$ cat src/verilog/timer_pkg.sv
package timer_pkg;

   // ----------------------------------------------------------------------
   // Sizes and reset values
   // ----------------------------------------------------------------------
   localparam int unsigned COUNT_W   = 16;
   localparam int unsigned SYNC_W    = 2;
   localparam logic        OUT_RESET = 1'b1;
   localparam logic [1:0]  SYNC_IDLE = 2'h0;

   // ----------------------------------------------------------------------
   // Counting modes
   // ----------------------------------------------------------------------
   typedef enum logic [2:0] {
      MODE_IDLE      = 3'b000,
      MODE_ONESHOT   = 3'b001,
      MODE_RATE      = 3'b010,
      MODE_SQUARE    = 3'b011,
      MODE_STROBE_SW = 3'b100,
      MODE_STROBE_HW = 3'b101
   } mode_e;

endpackage : timer_pkg

$ cat src/verilog/pin_if.sv
// Synchronised pin levels and the events derived from them
interface pin_if;
   logic chan_level;
   logic gate_level;
   logic tick;
   logic gate_rise;

   modport edge_src (input chan_level, input gate_level, output tick, output gate_rise);
   modport core     (input gate_level, input tick, input gate_rise);
endinterface : pin_if

$ cat src/verilog/count_channel.sv
// One timer channel running modes one to five
module count_channel
   import timer_pkg::*;
#(
   parameter int unsigned CNT_W = COUNT_W
) (
   input  wire logic             core_clk,
   input  wire logic             rst,
   input  wire logic             clk_en,
   input  wire logic             control_word_wr,
   input  wire logic [2:0]       control_word_mode,
   input  wire logic             count_wr,
   input  wire logic [CNT_W-1:0] count_data,
   input  wire logic             chan_clk_pin,
   input  wire logic             gate_pin,
   output logic                  timer_out,
   output logic                  count_busy
);

   // ----------------------------------------------------------------------
   // Elaboration check
   // ----------------------------------------------------------------------
   if (CNT_W < 2) begin : g_chk
      $error("count width must be at least two bits");
   end

   // ----------------------------------------------------------------------
   // Pin synchronisation and event detection
   // ----------------------------------------------------------------------
   pin_if      pins ();
   logic [1:0] levels;

   sync2 #(.WIDTH(2)) u_sync (
      .core_clk  (core_clk),
      .rst       (rst),
      .clk_en    (clk_en),
      .pin_in    ({chan_clk_pin, gate_pin}),
      .level_out (levels)
   );

   // Synchronised levels into the shared bundle
   assign pins.chan_level = levels[1];
   assign pins.gate_level = levels[0];

   pulse_edge u_edge (
      .core_clk (core_clk),
      .rst      (rst),
      .clk_en   (clk_en),
      .pins     (pins)
   );

   // ----------------------------------------------------------------------
   // Channel state
   // ----------------------------------------------------------------------
   typedef struct packed {
      mode_e            mode;
      logic [CNT_W-1:0] count_register;
      logic [CNT_W-1:0] count_elem;
      logic             out;
      logic             armed;
      logic             running;
      logic             load_req;
      logic             trig;
      logic             strobe;
      logic             late;
   } chan_s;

   chan_s s;
   chan_s next_s;
   logic  tick;
   logic  gate;
   logic  start;
   logic  cnt_en;

   assign tick = pins.tick;
   assign gate = pins.gate_level;

   // Even part of the held count, used by square mode
   function automatic logic [CNT_W-1:0] even_of(input logic [CNT_W-1:0] v);
      even_of = {v[CNT_W-1:1], 1'b0};
   endfunction : even_of

   // Load source for the strobe modes
   always_comb begin
      start  = 1'b0;
      cnt_en = 1'b1;
      if (s.mode == MODE_STROBE_SW) begin
         start  = s.load_req;
         cnt_en = gate;
      end else begin
         start  = s.trig & s.armed;
      end
   end

   // ----------------------------------------------------------------------
   // Next state
   // ----------------------------------------------------------------------
   always_comb begin
      next_s = s;
      if (tick) begin
         next_s.trig = 1'b0;
         unique case (s.mode)
            MODE_ONESHOT: begin
               if (s.trig && s.armed) begin
                  next_s.count_elem = s.count_register;
                  next_s.out        = 1'b0;
                  next_s.running    = 1'b1;
               end else if (s.running) begin
                  if (s.count_elem == CNT_W'(1)) begin
                     next_s.out     = 1'b1;
                     next_s.running = 1'b0;
                  end else begin
                     next_s.count_elem = s.count_elem - CNT_W'(1);
                  end
               end
            end
            MODE_RATE: begin
               if (s.load_req || (s.trig && s.armed)) begin
                  next_s.count_elem = s.count_register;
                  next_s.out        = 1'b1;
                  next_s.running    = 1'b1;
                  next_s.load_req   = 1'b0;
               end else if (s.running && gate) begin
                  if (s.count_elem == CNT_W'(2)) begin
                     next_s.out        = 1'b0;
                     next_s.count_elem = CNT_W'(1);
                  end else if (s.count_elem == CNT_W'(1)) begin
                     next_s.out        = 1'b1;
                     next_s.count_elem = s.count_register;
                  end else begin
                     next_s.count_elem = s.count_elem - CNT_W'(1);
                  end
               end
            end
            MODE_SQUARE: begin
               if (s.load_req || (s.trig && s.armed)) begin
                  next_s.count_elem = even_of(s.count_register);
                  next_s.out        = 1'b1;
                  next_s.running    = 1'b1;
                  next_s.load_req   = 1'b0;
                  next_s.late       = 1'b0;
               end else if (s.running && gate) begin
                  if (s.late) begin
                     next_s.out        = 1'b0;
                     next_s.late       = 1'b0;
                     next_s.count_elem = even_of(s.count_register);
                  end else if (s.count_elem <= CNT_W'(2)) begin
                     if (s.out && s.count_register[0]) begin
                        next_s.late       = 1'b1;
                        next_s.count_elem = '0;
                     end else begin
                        next_s.out        = ~s.out;
                        next_s.count_elem = even_of(s.count_register);
                     end
                  end else begin
                     next_s.count_elem = s.count_elem - CNT_W'(2);
                  end
               end
            end
            MODE_STROBE_SW, MODE_STROBE_HW: begin
               if (s.strobe) begin
                  next_s.out    = 1'b1;
                  next_s.strobe = 1'b0;
               end
               if (start) begin
                  next_s.count_elem = s.count_register;
                  next_s.running    = 1'b1;
                  next_s.load_req   = 1'b0;
               end else if (s.running && cnt_en) begin
                  if (s.count_elem == CNT_W'(1)) begin
                     next_s.out     = 1'b0;
                     next_s.strobe  = 1'b1;
                     next_s.running = 1'b0;
                  end
                  next_s.count_elem = s.count_elem - CNT_W'(1);
               end
            end
            default: begin
               next_s.out = OUT_RESET;
            end
         endcase
      end
      // Gate low stops periodic modes and lifts the output at once
      if ((s.mode == MODE_RATE || s.mode == MODE_SQUARE) && !gate) begin
         next_s.out = 1'b1;
      end
      // A complete count write; the whole count arrives in one pulse
      if (count_wr) begin
         next_s.count_register = count_data;
         next_s.armed          = 1'b1;
         if (s.mode == MODE_STROBE_SW ||
             ((s.mode == MODE_RATE || s.mode == MODE_SQUARE) && !s.running)) begin
            next_s.load_req = 1'b1;
         end
      end
      // Trigger set wins over the clear of a consumed one
      if (pins.gate_rise) begin
         next_s.trig = 1'b1;
      end
      // Control word rewrites the mode and disarms
      if (control_word_wr) begin
         next_s.mode     = mode_e'(control_word_mode);
         next_s.out      = OUT_RESET;
         next_s.armed    = 1'b0;
         next_s.running  = 1'b0;
         next_s.load_req = 1'b0;
         next_s.trig     = 1'b0;
         next_s.strobe   = 1'b0;
         next_s.late     = 1'b0;
      end
   end

   // ----------------------------------------------------------------------
   // State register
   // ----------------------------------------------------------------------
   always_ff @(posedge core_clk or posedge rst) begin
      if (rst) begin
         s      <= '0;
         s.mode <= MODE_IDLE;
         s.out  <= OUT_RESET;
      end else if (clk_en) begin
         s <= next_s;
      end
   end

   assign timer_out  = s.out;
   assign count_busy = s.running;
endmodule : count_channel

$ cat src/verilog/sync2.sv
// Two-stage synchroniser for asynchronous pins
module sync2
   import timer_pkg::*;
#(
   parameter int unsigned WIDTH = SYNC_W
) (
   input  wire logic             core_clk,
   input  wire logic             rst,
   input  wire logic             clk_en,
   input  wire logic [WIDTH-1:0] pin_in,
   output logic      [WIDTH-1:0] level_out
);

   typedef struct packed {
      logic [WIDTH-1:0] meta;
      logic [WIDTH-1:0] stable;
   } sync_s;

   sync_s s;
   sync_s next_s;

   if (WIDTH < 1) begin : g_chk
      $error("sync2 needs at least one bit");
   end

   // Second stage reads the first, nothing else does
   always_comb begin
      next_s        = s;
      next_s.meta   = pin_in;
      next_s.stable = s.meta;
   end

   always_ff @(posedge core_clk or posedge rst) begin
      if (rst) begin
         s <= '0;
      end else if (clk_en) begin
         s <= next_s;
      end
   end

   assign level_out = s.stable;

endmodule : sync2

$ cat src/verilog/pulse_edge.sv
// Clock pulse and trigger detection on synchronised levels
module pulse_edge
   import timer_pkg::*;
(
   input  wire logic core_clk,
   input  wire logic rst,
   input  wire logic clk_en,
   pin_if.edge_src   pins
);

   typedef struct packed {
      logic chan_prev;
      logic chan_seen_high;
      logic gate_prev;
   } edge_s;

   edge_s s;
   edge_s next_s;

   // Previous levels; a pulse needs a high seen before the fall
   always_comb begin
      next_s           = s;
      next_s.chan_prev = pins.chan_level;
      next_s.gate_prev = pins.gate_level;
      if (pins.chan_level) begin
         next_s.chan_seen_high = 1'b1;
      end else if (s.chan_prev) begin
         next_s.chan_seen_high = 1'b0;
      end
   end

   always_ff @(posedge core_clk or posedge rst) begin
      if (rst) begin
         s <= '0;
      end else if (clk_en) begin
         s <= next_s;
      end
   end

   // Complete pulse ends on the falling edge
   assign pins.tick      = clk_en & s.chan_seen_high & s.chan_prev & ~pins.chan_level;
   assign pins.gate_rise = clk_en & ~s.gate_prev & pins.gate_level;
endmodule : pulse_edge

$ cat config.mk
export PLATFORM = sky130hd
export DESIGN_NAME = count_channel
export DESIGN_NICKNAME = d
export VERILOG_FILES = /design/src/verilog/timer_pkg.sv /design/src/verilog/pin_if.sv /design/src/verilog/count_channel.sv /design/src/verilog/sync2.sv /design/src/verilog/pulse_edge.sv
export SDC_FILE = /design/constraint.sdc
export NUM_CORES = 1
export LEC_CHECK = 0
export ABC_AREA = 1
export BUFFER_PORTS_ARGS = -buffer_cell sky130_fd_sc_hd__buf_2
export CORE_UTILIZATION = 47
export CTS_BUF_LIST = sky130_fd_sc_hd__clkbuf_4
export DETAILED_ROUTE_END_ITERATION = 8
export GPL_TIMING_DRIVEN = 0
export PLACE_DENSITY = 0.67
export RECOVER_POWER = 50
export SYNTH_ARGS = -nofsm -noshare
export SYNTH_HDL_FRONTEND = slang
export SYNTH_SLANG_ARGS = --single-unit
$ cat constraint.sdc
create_clock -name core_clk -period 1.8 [get_ports core_clk]
set_clock_uncertainty 0.05 [all_clocks]
set_input_delay 0.18 -clock core_clk [delete_from_list [all_inputs] [get_ports core_clk]]
set_output_delay 0.18 -clock core_clk [all_outputs]
set_load 0.02 [all_outputs]
### Word-level counts from Yosys, hierarchy flattened

Cells that the tools add are included.

| storage, ports and cells | value |
|---|---|
| register bits | 49 |
| output and inout bits | 2 |
| word-level logic and storage cells | 134 |

| operators by class | value |
|---|---|
| add/subtract/negate cells | 2 |
| order comparisons | 1 |
| equality and inequality tests | 20 |
| muxes and demuxes | 54 |
| bitwise gates (word level) | 9 |
| reductions and logical operators | 33 |

Operators by type and width:

| kind | count |
|---|---|
| 17-bit 2-to-1 mux | 9 |
| 16-bit 2-to-1 mux | 5 |
| 16-bit case mux with 4 select lines | 1 |
| 1-bit 2-to-1 mux | 33 |
| 16-bit by 1-bit == test with 1-bit output (second input constant) | 1 |
| 16-bit by 2-bit == test with 1-bit output (second input constant) | 1 |
| 16-bit by 2-bit <= comparator with 1-bit output (second input constant) | 1 |
| 16-bit by 1-bit subtractor with 16-bit output (second input constant) | 1 |
| 16-bit by 2-bit subtractor with 16-bit output (second input constant) | 1 |
| 3-bit inequality test (second input constant) | 5 |
| 6-bit by 5-bit inequality test with 1-bit output (second input constant) | 2 |
| 5-bit by 4-bit inequality test with 1-bit output (second input constant) | 2 |
| 2-bit AND reduction | 5 |
| 2-bit nonzero test | 5 |
| 3-bit nonzero test | 3 |
| 4-bit inequality test (second input constant) | 2 |
| 8-bit AND reduction | 1 |
| 4-bit nonzero test | 2 |
| 7-bit 2-to-1 mux | 1 |
| 7-bit AND reduction | 1 |
| 1-bit bitwise AND | 6 |
| 3-bit by 2-bit == test with 1-bit output (second input constant) | 2 |
| 3-bit == test (second input constant) | 2 |
| 1-bit logical AND | 6 |
| 15 further kinds | 21 |

### Logic depth before layout (Yosys ltp)

| logic depth | value |
|---|---|
| depth in word-level cells | 11 |
| depth in mapped cells | 15 |

### Modules after synthesis

From an unflattened synthesis, not the netlist that was laid out.

| unflattened totals | value |
|---|---|
| cells, all modules | 647 |
| area total of the unflattened synthesis | 4053.9 um^2 |

Modules (own cells, without submodules):

| module | times used | cells each | area each (um^2) | sequential area each (um^2) |
|---|---|---|---|---|
| count_channel | 1 | 612 | 3771.1 | 1052.3 |
| sync2 | 1 | 18 | 152.6 | 100.1 |
| pulse_edge | 1 | 17 | 130.1 | 75.1 |

### Worst setup path after synthesis

OpenSTA, ideal clock, no wires.

| timing | value |
|---|---|
| path kind | register to register |
| from | register s[8] (netlist bit) |
| to | register s[22] (netlist bit) |
| library setup time | 0.113 ns |
| data arrival time | 1.627 ns |
| setup slack | 0.010 ns |
| stages on the path, launching flop included | 13 |
| path buffers | 0 |
| clock period less this slack | 1.790 ns |
| path through | dfrtp_1 -> inv_1 -> ha_1 -> nand2_1 -> nor2_2 -> nand2_1 -> nand2_1 -> nand2_1 -> o21ai_0 -> nand2_1 -> nand3b_1 -> nand2_1 -> inv_1 |

| between the ends | value |
|---|---|
| word-level cells in the longest chain between the ends | 6 |

Ends and longest elaborated chain:

| item | RTL line | source |
|---|---|---|
| from (decl) | count_channel.sv:68 | `chan_s s;` |
| from (signal assigned) | count_channel.sv:222 | `s <= next_s;` |
| 16-bit by 2-bit subtractor with 16-bit output, or another cell as far along | count_channel.sv:156 | `next_s.count_elem = s.count_elem - CNT_W'(2);` |
| 16-bit 2-to-1 mux (on tied branches) | count_channel.sv:147, count_channel.sv:127 |  |
| 17-bit 2-to-1 mux (on tied branches) | count_channel.sv:143, count_channel.sv:124 |  |
| 17-bit 2-to-1 mux (on tied branches) | count_channel.sv:142, count_channel.sv:123 |  |
| 17-bit 2-to-1 mux (on tied branches) | count_channel.sv:136, count_channel.sv:118 |  |
| 16-bit case mux with 4 select lines | count_channel.sv:102 | `unique case (s.mode)` |

Several ways; a longest one is shown, not always the timed one. The select of a mux whose other input is x is not followed.
A chain may end at the register's enable or synchronous reset.

### Worst setup path after layout

| timing | value |
|---|---|
| from | register s[9] (netlist bit) |
| to | register s[13] (netlist bit) |

Same word-level chain as after synthesis.

==> results.toml <==
[yosys]
ys_seq_area_share_pct = 30.9
synth_top_area_cell = "dfrtp_1"
syn_area_per_cell_um2 = 6.20
synth_fp_nets = 674
ys_top_cells_by_area = "dfrtp_1 30%, nand2_1 20%, inv_1 8.2%"
synth_top_area_share_pct = 30.2
yosysWarnings = 0
ys_ff_latch = 49
syn_area_um2 = 3970
synth_cell_types = 36
syn_inst = 641

[power_and_ir_drop]
ir_drop_mv = 0.572
pwr-share-clk_pct = 13.7
p_leak_nw = 2.78
share_seq_of_total_power_pct = 32.0
combPwrFrac_pct = 54.3
power_density_nw_per_um2 = 975
swShare_pct = 46.0
p_int_mw = 2.87
switchingPower_mw = 2.44

[setup_path]
cp_max_fo = 6
timing.rr.start = "s[9]$_DFFE_PP0P_"
crit_type = "reg -> reg"
ff2ff_setup_slack_ns = -0.20
reg2regPathDepth = 13
critical_path_required_ns = 2.06
cp-start-kind = "flip-flop"
critPathArrivalTime_ns = 2.26
crit_path_end_kind = "flip-flop"
rr_endpoint = "s[13]$_DFFE_PP0P_"

[sta]
rsz0062_at_grt = "yes"
tightest_slew_ns = 0.880
finalSetupViolations = 18
fmax_mhz = 500
setup_ws_ns = -0.200
max_slew_margin_pct = 41.2
hold_violations = 0
hold_ws_ns = 0.0489
final_max_slew_viol_count = 0
finalCriticalPeriod_ns = 2.00
timing.setup.tns_ns = -1.74
fin_crit_sh_pct = 111

[route]
firstDrtPassIters = 5
final_antenna_net_count = 0
viasPerCell = 5.54
detail_route.wl_per_cell_um = 16.4
drt_wl_total_um = 14100
dr_total_vias = 4763
drt_iter0_drc = 519
drc = 0

[clock_tree]
numClockSinks = 49
path_clk_slew_ns = 0.17
clk_latency_ns = 0.40
cts_inserted_buffers = 5
cts_tree = "built"
cts-root-buf = "clkbuf_4"
cts_max_path_buffers = 2
h-tree-depth = 2

[global_route]
grtUsageTotal_pct = 31.6
overflow = 0
antenna_found_initial = 0
grt_max_degree = 29
grt_pass1_vias = 4312
grt_pass1_wl_um = 21100

[worst_hold_path]
hold_start = "count_wr"
min_to = "s[3]$_DFFE_PP0P_"
worstHoldPathCells = 3
hold_path.class = "in -> reg"

[finish]
layout-area-overhead-vs-synth_pct = 37.1
drive_above_1_share_pct = 28.5
final_area_um2 = 5450
finalNonFillerCells = 860
nets = 787
final_cell_mix = "192 x nand2_1, 83 x inv_1, 55 x nor2_1"
final_common_cell = "nand2_1"
diodes = 0
final_core_util_pct = 66.3

[floorplan]
fp.dieArea_um2 = 8820
std_cell_rows = 33
core_area_um2 = 8220
fp.dieH_um = 93.9
die_width_um = 93.9
ios = 28
start_util_pct = 48.3

[outcome]
status = "finished, violations left"
violations = "setup timing"

[placement]
io_buffers = 27
routabilityCongestion = 0.908
placed_cell_area_um2 = 4260
dp.cells = 774
hpwl_um = 8940

[job]
cap_violations = 0
==> worst max-delay path: stages, from the launching register on <==
cell	delay (ns)
dfrtp_2	0.47
nor2_4	0.22
buf_4	0.16
nand2_4	0.07
nor2_4	0.23
nand2_1	0.12
nand2_1	0.13
nand2_1	0.07
nand2_1	0.06
nor2_1	0.04
nor2_1	0.11
nand3_1	0.09
nand2_1	0.07
inv_1	0.04
==> Yosys cell counts, drive strengths merged <==
cell    number
o21ai       60
a31oi        1
o21bai       1
and3         1
buf          9
nand3b       1
ha           7
dfrtp       48
nor2        91
clkinv       1
xor2        12
xnor2        1
or2          1
clkbuf       4
inv         94
dfstp        1
o211ai       1
a21oi       30
o31ai        1
nor3         1
nand4        7
nand2      218
nand3       48
o22ai        2
==> per-stage QoR <==
step | setup WS [ns] | power [mW]
finish | -0.200 | 5.31
global route | -0.266 | 5.64
CTS | -0.0916 | 4.82
detailed placement | -0.354 | 3.58
global placement | -0.392 | 3.52
floorplan | 0.0102 | 3.09
==> power groups by stage <==
stage | sequential [mW] | clock [mW] | combinational, mW
final | 1.70 | 0.725 | 2.88
after global routing | 1.73 | 0.765 | 3.14
after CTS | 1.64 | 0.727 | 2.45
after detailed placement | 1.70 | 0 | 1.88
after global placement | 1.69 | 0 | 1.83
after floorplan | 1.62 | 0 | 1.47
==> flip-flops by register name, indices dropped and copies added, names as in the netlist <==
signal            count
u_sync.level_out      2
timer_out             1
s                    40
u_edge.s              3
count_busy            1
u_sync.next_s         2
==> kinds of logic (layout without fill, tap and decap cells) <==
| family | Yosys count | after routing | share of synthesized area [%] |
|---|---|---|---|
| AND/OR/NAND/NOR | 368 | 370 | 40.5 |
| buffers and inverters | 108 | 220 | 11.0 |
| flip-flops | 49 | 49 | 30.9 |
| XOR/XNOR | 13 | 13 | 2.87 |
| AO/OA/AOI/OAI | 96 | 96 | 12.5 |
| adder cells (fa/ha/maj) | 7 | 7 | 2.20 |
==> layout make-up <==
cell class                      count  area [um2]
Clock inverter                      2        38.8
Multi-Input combinational cell    486        2700
Buffer                             13         123
Tap cell                          105         131
Fill cell                         711        2770
Clock buffer                        6        45.0
Inverter                           95         367
Sequential cell                    49        1240
Timing Repair Buffer              104         803
==> per-layer routing <==
metal	vias up	GRT usage, %	wire length (um)	part of all wire (%)
met4	0	12.3	544	3.9
met1	2203	44.4	6170	44
met3	59	4.85	1170	8.3
li1	2244	-	-	-
met2	257	48.4	6230	44
met5	-	0	0	0
==> what timing repair did <==
action                                  in CTS  in global routing
pin swaps                                    9                 23
buffers inserted                            33                 17
gates resized for setup                     79                 53
gates cloned                                 2                  3
endpoints found under the setup margin      18                 18
hold endpoints to repair                    42                  0
hold buffers                                23                  0
==> worst max-delay path by stage <==
stage	start	endpoint	slack, ns	cells past startpoint
final	s[9]$_DFFE_PP0P_	s[13]$_DFFE_PP0P_	-0.20	13
after global routing	s[10]$_DFFE_PP0P_	s[13]$_DFFE_PP0P_	-0.27	13
after CTS	s[9]$_DFFE_PP0P_	s[16]$_DFFE_PP0P_	-0.09	13
after detailed placement	s[40]$_DFFE_PP0P_	s[10]$_DFFE_PP0P_	-0.35	12
after global placement	rst	s[17]$_DFFE_PP0P_	-0.39	2
after floorplan	s[8]$_DFFE_PP0P_	s[22]$_DFFE_PP0P_	0.01	12
Note: power is estimated with default switching activity, not from simulation.
